## config.mk

```make
export PLATFORM = sky130hd
export DESIGN_NAME = lbs_bank_state
export DESIGN_NICKNAME = d
export VERILOG_FILES = /design/src/design/lbs_pkg.sv /design/src/design/lbs_bank_state.sv
export SDC_FILE = /design/constraint.sdc
export NUM_CORES = 1
export LEC_CHECK = 0
export ABC_AREA = 1
export BUFFER_PORTS_ARGS = -buffer_cell sky130_fd_sc_hd__buf_2
export CAP_MARGIN = 5
export CORE_MARGIN = 1.5
export CORE_UTILIZATION = 55
export CTS_CLUSTER_SIZE = 24
export DETAILED_ROUTE_END_ITERATION = 7
export MAX_ROUTING_LAYER = met4
export PLACE_DENSITY = 0.82
export SETUP_SLACK_MARGIN = 0.3
export SYNTH_ARGS = -nofsm -noshare
export SYNTH_HDL_FRONTEND = slang
export SYNTH_SLANG_ARGS = --single-unit
```

## constraint.sdc

```tcl
create_clock -name CLK_SYS -period 3.2 [get_ports CLK_SYS]
set_input_delay 0.32 -clock CLK_SYS [delete_from_list [all_inputs] [get_ports CLK_SYS]]
set_output_delay 0.32 -clock CLK_SYS [all_outputs]
set_load 0.03 [all_outputs]
```

## src/design/lbs_pkg.sv

```systemverilog
// Package: command codes, bank states and timing constants for the bank state tracker
package lbs_pkg;

    // ------------------------------------------------------------------
    // Command codes presented on the decoded command port
    // ------------------------------------------------------------------
    localparam logic [3:0] CMD_NOP     = 4'h0;
    localparam logic [3:0] CMD_ACT     = 4'h1;
    localparam logic [3:0] CMD_RD      = 4'h2;
    localparam logic [3:0] CMD_WR      = 4'h3;
    localparam logic [3:0] CMD_PRE     = 4'h4;
    localparam logic [3:0] CMD_PREA    = 4'h5;
    localparam logic [3:0] CMD_REFPB   = 4'h6;
    localparam logic [3:0] CMD_REFAB   = 4'h7;
    localparam logic [3:0] CMD_MRR     = 4'h8;
    localparam logic [3:0] CMD_MRW     = 4'h9;
    localparam logic [3:0] CMD_RESET   = 4'ha;
    localparam logic [3:0] CMD_BST     = 4'hb;

    // ------------------------------------------------------------------
    // Bank states
    // ------------------------------------------------------------------
    typedef enum logic [4:0] {
        ST_POWER_ON, ST_RESETTING, ST_IDLE, ST_ACTIVATING, ST_ACTIVE,
        ST_READING, ST_WRITING, ST_READ_AP, ST_WRITE_AP, ST_PRECHARGING,
        ST_PRECH_ALL, ST_REF_PB, ST_REF_AB, ST_MRR_IDLE, ST_MRR_ACTIVE,
        ST_MRR_RESET, ST_MR_WRITING
    } lbs_state_e;

    // ------------------------------------------------------------------
    // Timing in nanoseconds and clock counts at 200 MHz
    // ------------------------------------------------------------------
    localparam int CLK_PERIOD_PS = 5000;
    localparam int T_RP_NS       = 18;
    localparam int T_RCD_NS      = 18;
    localparam int T_RFCPB_NS    = 60;
    localparam int T_RFCAB_NS    = 130;
    localparam int T_MRR_CK      = 2;
    localparam int T_MRW_CK      = 5;
    localparam int T_BURST_CK    = 4;
    localparam int T_INIT_NS     = 1000;
    localparam int T_EXIT_NS     = 8;
    localparam int CNT_W         = 8;
    localparam int C_RP     = (T_RP_NS * 1000 + CLK_PERIOD_PS - 1) / CLK_PERIOD_PS;
    localparam int C_RCD    = (T_RCD_NS * 1000 + CLK_PERIOD_PS - 1) / CLK_PERIOD_PS;
    localparam int C_RFCPB  = (T_RFCPB_NS * 1000 + CLK_PERIOD_PS - 1) / CLK_PERIOD_PS;
    localparam int C_RFCAB  = (T_RFCAB_NS * 1000 + CLK_PERIOD_PS - 1) / CLK_PERIOD_PS;
    localparam int C_INIT   = (T_INIT_NS * 1000 + CLK_PERIOD_PS - 1) / CLK_PERIOD_PS;
    localparam int C_EXIT   = (T_EXIT_NS * 1000 + CLK_PERIOD_PS - 1) / CLK_PERIOD_PS;

endpackage

```

## src/design/lbs_bank_state.sv

```systemverilog
// Per-bank command legality and state tracker for a low-power DDR memory
`timescale 1ns/1ps

module lbs_bank_state #(
    parameter int NBANK    = 8,
    parameter int BA_W     = 3,
    parameter int INIT_CNT = lbs_pkg::C_INIT
) (
    input  wire logic              CLK_SYS,
    input  wire logic              ARST_N,
    input  wire logic              CKE,
    input  wire logic              CMD_VALID,
    input  wire logic [3:0]        CMD_CODE,
    input  wire logic [BA_W-1:0]   CMD_BANK,
    input  wire logic              CMD_AP,
    output logic                   CMD_ILLEGAL,
    output logic [NBANK-1:0]       BANK_IDLE,
    output logic [NBANK-1:0]       BANK_BUSY,
    output logic                   DEV_RESETTING
);

    // ------------------------------------------------------------------
    // Input synchronisers and CKE history
    // ------------------------------------------------------------------
    logic [1:0]  cke_s_q;
    logic        cke_prev_q;
    logic        v_s1_q, v_s2_q, ap_s1_q, ap_s2_q;
    logic [3:0]  c_s1_q, c_s2_q;
    logic [BA_W-1:0] b_s1_q, b_s2_q;
    localparam int CNT_W_L = 16;
    logic [CNT_W_L-1:0] exit_q;

    // Command pins are asynchronous to this clock, so two flops each
    always_ff @(posedge CLK_SYS or negedge ARST_N) begin
        if (!ARST_N) begin
            v_s1_q  <= 1'b0;
            v_s2_q  <= 1'b0;
            ap_s1_q <= 1'b0;
            ap_s2_q <= 1'b0;
            c_s1_q  <= 4'h0;
            c_s2_q  <= 4'h0;
            b_s1_q  <= '0;
            b_s2_q  <= '0;
        end else begin
            v_s1_q  <= CMD_VALID;
            v_s2_q  <= v_s1_q;
            ap_s1_q <= CMD_AP;
            ap_s2_q <= ap_s1_q;
            c_s1_q  <= CMD_CODE;
            c_s2_q  <= c_s1_q;
            b_s1_q  <= CMD_BANK;
            b_s2_q  <= b_s1_q;
        end
    end

    // CKE history: current and previous sampled edge
    always_ff @(posedge CLK_SYS or negedge ARST_N) begin
        if (!ARST_N) begin
            cke_s_q    <= 2'h0;
            cke_prev_q <= 1'b0;
        end else begin
            cke_s_q    <= {cke_s_q[0], CKE};
            cke_prev_q <= cke_s_q[1];
        end
    end

    // Exit timer: any low CKE restarts it, commands wait until it drains
    always_ff @(posedge CLK_SYS or negedge ARST_N) begin
        if (!ARST_N) begin
            exit_q <= 16'h0000;
        end else if (!cke_s_q[1]) begin
            exit_q <= 16'(lbs_pkg::C_EXIT);
        end else if (exit_q != 16'h0000) begin
            exit_q <= exit_q - 16'h0001;
        end
    end

    logic cmd_ok;
    assign cmd_ok = v_s2_q && cke_s_q[1] && cke_prev_q && (exit_q == 16'h0000);

    // ------------------------------------------------------------------
    // Bank state and counters
    // ------------------------------------------------------------------
    lbs_pkg::lbs_state_e st_q [NBANK];
    logic [15:0]         cnt_q [NBANK];
    logic [BA_W-1:0]     last_bank_q;

    // Bank is in a state where nothing but NOP is legal
    function automatic logic is_locked(input lbs_pkg::lbs_state_e s);
        is_locked = (s == lbs_pkg::ST_REF_PB) || (s == lbs_pkg::ST_REF_AB)
                 || (s == lbs_pkg::ST_MRR_IDLE) || (s == lbs_pkg::ST_MRR_ACTIVE)
                 || (s == lbs_pkg::ST_MRR_RESET) || (s == lbs_pkg::ST_MR_WRITING)
                 || (s == lbs_pkg::ST_PRECH_ALL) || (s == lbs_pkg::ST_READ_AP)
                 || (s == lbs_pkg::ST_WRITE_AP);
    endfunction

    function automatic logic is_burst(input lbs_pkg::lbs_state_e s);
        is_burst = (s == lbs_pkg::ST_READING) || (s == lbs_pkg::ST_WRITING);
    endfunction

    function automatic logic is_ap(input lbs_pkg::lbs_state_e s);
        is_ap = (s == lbs_pkg::ST_READ_AP) || (s == lbs_pkg::ST_WRITE_AP);
    endfunction

    logic all_idle, any_locked, any_power_on, all_prechargeable, any_burst;
    always_comb begin
        all_idle          = 1'b1;
        any_locked        = 1'b0;
        any_burst         = 1'b0;
        any_power_on      = 1'b0;
        all_prechargeable = 1'b1;
        for (int i = 0; i < NBANK; i++) begin
            if (st_q[i] != lbs_pkg::ST_IDLE) all_idle = 1'b0;
            // Auto precharge bursts lock only their own bank, others stay open
            if (is_locked(st_q[i]) && !is_ap(st_q[i])) any_locked = 1'b1;
            if (is_burst(st_q[i]) || is_ap(st_q[i])) any_burst = 1'b1;
            if (st_q[i] == lbs_pkg::ST_POWER_ON || st_q[i] == lbs_pkg::ST_RESETTING)
                any_power_on = 1'b1;
            if (is_locked(st_q[i]) || st_q[i] == lbs_pkg::ST_RESETTING
                || st_q[i] == lbs_pkg::ST_POWER_ON) all_prechargeable = 1'b0;
        end
    end

    // ------------------------------------------------------------------
    // Legality check for the command at hand
    // ------------------------------------------------------------------
    lbs_pkg::lbs_state_e tgt;
    logic                legal;
    assign tgt = st_q[b_s2_q];

    always_comb begin
        legal = 1'b0;
        if (any_locked) begin
            legal = 1'b0;
        end else begin
            case (c_s2_q)
                lbs_pkg::CMD_ACT:   legal = (tgt == lbs_pkg::ST_IDLE);
                lbs_pkg::CMD_RD,
                lbs_pkg::CMD_WR:    legal = (tgt == lbs_pkg::ST_ACTIVE) || is_burst(tgt);
                lbs_pkg::CMD_PRE:   legal = (tgt == lbs_pkg::ST_IDLE) || (tgt == lbs_pkg::ST_ACTIVE)
                                         || is_burst(tgt);
                lbs_pkg::CMD_PREA:  legal = all_prechargeable;
                lbs_pkg::CMD_REFPB: legal = (tgt == lbs_pkg::ST_IDLE);
                lbs_pkg::CMD_REFAB,
                lbs_pkg::CMD_MRW:   legal = all_idle;
                lbs_pkg::CMD_RESET: legal = all_idle || any_power_on;
                lbs_pkg::CMD_MRR:   legal = !any_burst;
                lbs_pkg::CMD_BST:   legal = is_burst(st_q[last_bank_q]);
                default:            legal = 1'b0;
            endcase
        end
    end

    // Flag illegal commands, registered so the output is a flop
    always_ff @(posedge CLK_SYS or negedge ARST_N) begin
        if (!ARST_N) begin
            CMD_ILLEGAL <= 1'b0;
        end else begin
            CMD_ILLEGAL <= cmd_ok && (c_s2_q != lbs_pkg::CMD_NOP) && !legal;
        end
    end

    // Bank that owns the most recent burst, for BST targeting
    always_ff @(posedge CLK_SYS or negedge ARST_N) begin
        if (!ARST_N) begin
            last_bank_q <= '0;
        end else if (cmd_ok && legal && (c_s2_q == lbs_pkg::CMD_RD || c_s2_q == lbs_pkg::CMD_WR)) begin
            last_bank_q <= b_s2_q;
        end
    end

    // ------------------------------------------------------------------
    // Per-bank state machines; illegal commands leave state untouched
    // ------------------------------------------------------------------
    for (genvar g = 0; g < NBANK; g++) begin : g_bank
        logic hit;
        assign hit = cmd_ok && legal && (b_s2_q == BA_W'(g));
        always_ff @(posedge CLK_SYS or negedge ARST_N) begin
            if (!ARST_N) begin
                st_q[g]  <= lbs_pkg::ST_POWER_ON;
                cnt_q[g] <= 16'h0000;
            end else if (cmd_ok && legal && c_s2_q == lbs_pkg::CMD_REFAB) begin
                st_q[g]  <= lbs_pkg::ST_REF_AB;
                cnt_q[g] <= 16'(lbs_pkg::C_RFCAB);
            end else if (cmd_ok && legal && c_s2_q == lbs_pkg::CMD_MRW) begin
                st_q[g]  <= lbs_pkg::ST_MR_WRITING;
                cnt_q[g] <= 16'(lbs_pkg::T_MRW_CK);
            end else if (cmd_ok && legal && c_s2_q == lbs_pkg::CMD_RESET) begin
                st_q[g]  <= lbs_pkg::ST_RESETTING;
                cnt_q[g] <= 16'(INIT_CNT);
            end else if (cmd_ok && legal && c_s2_q == lbs_pkg::CMD_PREA) begin
                st_q[g]  <= lbs_pkg::ST_PRECH_ALL;
                cnt_q[g] <= 16'(lbs_pkg::C_RP);
            end else if (cmd_ok && legal && c_s2_q == lbs_pkg::CMD_MRR) begin
                // ST_ACTIVE, and ST_ACTIVATING in its last cycle, go to ST_MRR_ACTIVE; ST_RESETTING to ST_MRR_RESET; all else to ST_MRR_IDLE
                if (st_q[g] == lbs_pkg::ST_RESETTING) begin
                    st_q[g] <= lbs_pkg::ST_MRR_RESET;
                end else if (st_q[g] == lbs_pkg::ST_ACTIVE
                             || (st_q[g] == lbs_pkg::ST_ACTIVATING && cnt_q[g] <= 16'h0001)) begin
                    st_q[g] <= lbs_pkg::ST_MRR_ACTIVE;
                end else begin
                    st_q[g] <= lbs_pkg::ST_MRR_IDLE;
                end
                cnt_q[g] <= 16'(lbs_pkg::T_MRR_CK);
            end else if (cmd_ok && legal && c_s2_q == lbs_pkg::CMD_BST
                         && last_bank_q == BA_W'(g)) begin
                st_q[g]  <= lbs_pkg::ST_ACTIVE;
                cnt_q[g] <= 16'h0000;
            end else if (hit && c_s2_q == lbs_pkg::CMD_ACT) begin
                st_q[g]  <= lbs_pkg::ST_ACTIVATING;
                cnt_q[g] <= 16'(lbs_pkg::C_RCD);
            end else if (hit && (c_s2_q == lbs_pkg::CMD_RD || c_s2_q == lbs_pkg::CMD_WR)) begin
                // Auto precharge burst also covers the trailing tRP
                if (c_s2_q == lbs_pkg::CMD_RD)
                    st_q[g] <= ap_s2_q ? lbs_pkg::ST_READ_AP : lbs_pkg::ST_READING;
                else
                    st_q[g] <= ap_s2_q ? lbs_pkg::ST_WRITE_AP : lbs_pkg::ST_WRITING;
                cnt_q[g] <= ap_s2_q ? 16'(lbs_pkg::T_BURST_CK + lbs_pkg::C_RP)
                                    : 16'(lbs_pkg::T_BURST_CK);
            end else if (hit && c_s2_q == lbs_pkg::CMD_PRE) begin
                st_q[g]  <= lbs_pkg::ST_PRECHARGING;
                cnt_q[g] <= 16'(lbs_pkg::C_RP);
            end else if (hit && c_s2_q == lbs_pkg::CMD_REFPB) begin
                st_q[g]  <= lbs_pkg::ST_REF_PB;
                cnt_q[g] <= 16'(lbs_pkg::C_RFCPB);
            end else if (cnt_q[g] > 16'h0001) begin
                cnt_q[g] <= cnt_q[g] - 16'h0001;
            end else if (cnt_q[g] == 16'h0001) begin
                cnt_q[g] <= 16'h0000;
                case (st_q[g])
                    lbs_pkg::ST_ACTIVATING,
                    lbs_pkg::ST_MRR_ACTIVE,
                    lbs_pkg::ST_READING,
                    lbs_pkg::ST_WRITING:    st_q[g] <= lbs_pkg::ST_ACTIVE;
                    lbs_pkg::ST_MRR_RESET:  st_q[g] <= lbs_pkg::ST_RESETTING;
                    lbs_pkg::ST_RESETTING:  st_q[g] <= lbs_pkg::ST_IDLE;
                    default:                st_q[g] <= lbs_pkg::ST_IDLE;
                endcase
            end
        end

        // Status outputs, registered
        always_ff @(posedge CLK_SYS or negedge ARST_N) begin
            if (!ARST_N) begin
                BANK_IDLE[g] <= 1'b0;
                BANK_BUSY[g] <= 1'b0;
            end else begin
                BANK_IDLE[g] <= (st_q[g] == lbs_pkg::ST_IDLE);
                BANK_BUSY[g] <= is_locked(st_q[g]);
            end
        end
    end

    // Device-wide resetting indication
    always_ff @(posedge CLK_SYS or negedge ARST_N) begin
        if (!ARST_N) begin
            DEV_RESETTING <= 1'b0;
        end else begin
            DEV_RESETTING <= (st_q[0] == lbs_pkg::ST_RESETTING);
        end
    end

endmodule // lbs_bank_state

```

==> flow_metrics.env <==
export IMPL_post_drt_wl_per_cell_um=23.0
export IMPL_dp_cells=3210
export IMPL_synth_largest_area_cell="dfrtp_1"
export IMPL_violations="setup timing"
export IMPL_core_rowCount=62
export IMPL_fmax_mhz=264
export IMPL_clockRootBuffer="clkbuf_16"
export IMPL_synth_top_area_frac=0.350
export IMPL_fin_ws_ns=-0.583
export IMPL_synth_net_count=2496
export IMPL_drc_errors=0
export IMPL_synth_warnings=0
export IMPL_cts_sinks=226
export IMPL_overflow=0
export IMPL_reg2reg_from="st_q[13]"
export IMPL_ios=30
export IMPL_rr_worst_depth=20
export IMPL_synth_flop_cell="dfrtp_1"
export IMPL_antenna_left=0
export IMPL_slew_headroom=0.260
export IMPL_startpoint="st_q[13]"
export IMPL_worstMarginPinSlew_ns=1.11
export IMPL_dieArea_sq_um=30500
export IMPL_crit_top_cell="nand2_1"
export IMPL_synth_area_top_cells="dfrtp_1 (35%), nand2_1 (14%), nor2_1 (9.9%)"
export IMPL_slowest_stage="a21oi_1"
export IMPL_clk_latency_ns=0.57
export IMPL_drt_first_pass_iters=8
export IMPL_cp_depth=20
export IMPL_setup_viol=23
export IMPL_grt_max_degree=79
export IMPL_core_area_sq_um=28900
export IMPL_critical_path_required_ns=3.68
export IMPL_cts_tree="done"
export IMPL_netlist_area_sq_um=16200
export IMPL_critPathCaptureType="register"
export IMPL_clockBufferDepth=3
export IMPL_grt_use_total=0.469
export IMPL_hold_viol=0
export IMPL_drv_cap=0
export IMPL_worst_hold_path_num_cells=0
export IMPL_synth_edf_count=0
export IMPL_final_cells=3349
export IMPL_routed_wl_mm=76.9
export IMPL_powerDensity_nw_per_um2=641
export IMPL_nNetsFinal=2968
export IMPL_crit_fanout=7
export IMPL_dp_hpwl_mm=50.5
export IMPL_drtIter0Drc=3233
export IMPL_async_flop_share=1.00
export IMPL_vias=21341
export IMPL_die_w_um=175
export IMPL_p_leak_nw=11.9
export IMPL_synthCells=2466
export IMPL_fin_worst_skew_ns=0.0154
export IMPL_grt_pass1_wl_mm=107
export IMPL_min_from="b_s1_q[0]"
export IMPL_period_needed_ns=3.78
export IMPL_fin_tns_setup_ns=-2.40
export IMPL_drive_above_1_share=0.322
export IMPL_start_util=0.561
export IMPL_port_buffers=29
export IMPL_clkTransAtPathRegs_ns=0.06
export IMPL_htree_levels=1
export IMPL_rsz0062_at_grt="true"
export IMPL_startpoint_type="register"
export IMPL_synth_distinct_cells=56
export IMPL_gp_congestion=1.07
export IMPL_peakVddDrop_uv=738
export IMPL_grt_pass1_vias=19670
export IMPL_cp_num_buf_inv=4
export IMPL_criticalPathCategory="register to register"
export IMPL_cpPeakStageDelay_ns=0.84
export IMPL_antenna_found_initial=4
export IMPL_cts_inserted_buffers=27
export IMPL_viasPerCell=6.37
export IMPL_syn_to_final_growth_pct=43.6
export IMPL_dieHeight_um=175
export IMPL_syn_area_per_cell_sq_um=6.56
export IMPL_totalPowerFinal_w=0.0149
export IMPL_hold_class="register to register"
export IMPL_outcome="finished, violations left"
export IMPL_ys_seq_elements=226
export IMPL_cp_cell_sequence="buf_4 -> inv_2 -> nand2_1 -> nor2_1 -> nand3_1 -> nand3_2 -> nor2_1 -> nand2_1 -> nand3_2 -> nor2_4 -> nand2_4 -> buf_4 -> nand4_1 -> nor2_1 -> buf_4 -> a21oi_1 -> nand2_1 -> nand2_1 -> nand2_1 -> a22oi_2"
export IMPL_timing_final_crit_share=1.18
export IMPL_crit_arrival_ns=4.26
export IMPL_ys_seq_area_frac=0.350
export IMPL_cp_top_family="simple AND/OR/NAND/NOR gates"
export IMPL_slew_viol_final=0
[worst register-to-register path, cell delays in order, from the launching register on]
cell	delay, ns
dfrtp_1	0.39
buf_4	0.17
inv_2	0.08
nand2_1	0.07
nor2_1	0.21
nand3_1	0.19
nand3_2	0.16
nor2_1	0.06
nand2_1	0.07
nand3_2	0.09
nor2_4	0.11
nand2_4	0.11
buf_4	0.16
nand4_1	0.18
nor2_1	0.13
buf_4	0.17
a21oi_1	0.84
nand2_1	0.13
nand2_1	0.10
nand2_1	0.06
a22oi_2	0.19
[cell usage in the layout (no fill, tap or decap), types with 23 or more instances in the layout]
cell	count
a21oi_1	62
buf_2	28
buf_4	369
buf_6	67
clkbuf_16	28
dfrtp_1	208
inv_1	217
inv_2	41
nand2_1	539
nand2_2	55
nand2_4	24
nand3_1	181
nand3_2	32
nand4_1	61
nor2_1	342
nor2_2	56
nor2_4	60
nor3_1	90
nor4_1	25
o21ai_0	55
o21ai_1	52
o21ai_2	23
xnor2_1	38
xor2_1	43
[through the flow]
| step | hold slack, ns | util | worst slack, ns | area, sq um |
|---|---|---|---|---|
| after global routing | 0.357 | 0.805 | -0.536 | 23200 |
| after CTS | 0.352 | 0.766 | 0.168 | 22100 |
| final | 0.349 | 0.805 | -0.583 | 23200 |
| after floorplan | 0.0244 | - | 0.533 | 16200 |
| after detailed placement | 0.337 | 0.679 | -0.290 | 19600 |
| after global placement | 0.332 | 0.679 | -0.295 | 19600 |
[area by class of cell]
| cell class | count | area [sq um] |
|---|---|---|
| fillers | 1853 | 5620 |
| diodes | 6 | 15.0 |
| well taps | 384 | 480 |
| flip-flops and latches | 226 | 5680 |
| repair buffers | 500 | 4270 |
| multi-input cells | 1910 | 10800 |
| clock buffers | 33 | 718 |
| inverters | 272 | 1070 |
| clock inverters | 17 | 196 |
| repair inverters | 1 | 11.3 |
[flip-flops by register name, summed over array words and instances, names as in the netlist, 2 cells and up]
| register | flops |
|---|---|
| exit_q | 16 |
| last_bank_q | 3 |
| c_s2_q | 4 |
| BANK_BUSY | 8 |
| cke_s_q | 2 |
| b_s1_q | 3 |
| BANK_IDLE | 8 |
| st_q | 40 |
| cnt_q | 128 |
| b_s2_q | 3 |
| c_s1_q | 4 |
[what timing repair did]
item,CTS,global route
hold buffers,11,0
buffers inserted,50,18
gates resized for setup,308,244
endpoints found under the hold margin,85,0
endpoints found under the setup margin,168,169
cloned,2,2
pin swaps,69,106
[metal layers]
| metal | GRT usage | part of all wire |
|---|---|---|
| met5 | - | 0 |
| met4 | 0.249 | 0.083 |
| met3 | 0.0873 | 0.14 |
| met2 | 0.722 | 0.43 |
| met1 | 0.588 | 0.35 |
[cells by family (layout without fill, tap and decap cells)]
group / Yosys count / count (layout) / synth area share
AOI/OAI and AO/OA: 273 / 273 / 0.0929
xor gates and xnor gates: 81 / 81 / 0.0439
adders and majority gates: 18 / 18 / 0.0139
buffers and inverters: 331 / 823 / 0.0813
DFF: 226 / 226 / 0.350
other: 0 / 6 / 0
and+or+nand+nor: 1537 / 1538 / 0.418
[worst paths after layout]
kind                            slack (ns)   endpoint
worst max-delay path                 -0.58    st_q[2]
min in group asynchronous             0.37  b_s2_q[1]
worst min register to register        0.35  b_s2_q[0]
max in group asynchronous             1.98   cnt_q[9]
worst min-delay path                  0.35  b_s2_q[0]
worst max register to register       -0.58    st_q[2]
[report_power, final]
part / internal, W / switching (W) / leakage [nW]
Combinational: 0.00266 / 0.00386 / 8.67
Sequential: 0.00391 / 0.00120 / 2.84
Clock: 0.00186 / 0.00140 / 0.436
Total: 0.00842 / 0.00646 / 11.9
[Yosys cell counts (5+ instances only)]
cell type	instances
nor3_1	102
a31oi_1	10
inv_2	31
buf_4	5
nand4_1	61
nor2_2	16
dfrtp_1	226
nand2_2	8
xnor2_1	38
nand3b_1	6
o211ai_1	15
o21ai_1	54
clkbuf_1	24
o41ai_1	6
inv_1	239
nor2_1	428
buf_2	25
nand2_1	612
xor2_1	43
o21ai_0	80
nor2_4	14
ha_1	18
nor4_1	33
a21oi_1	87
nand3_1	224
or2_2	5
(Power assumes the default switching activity.)
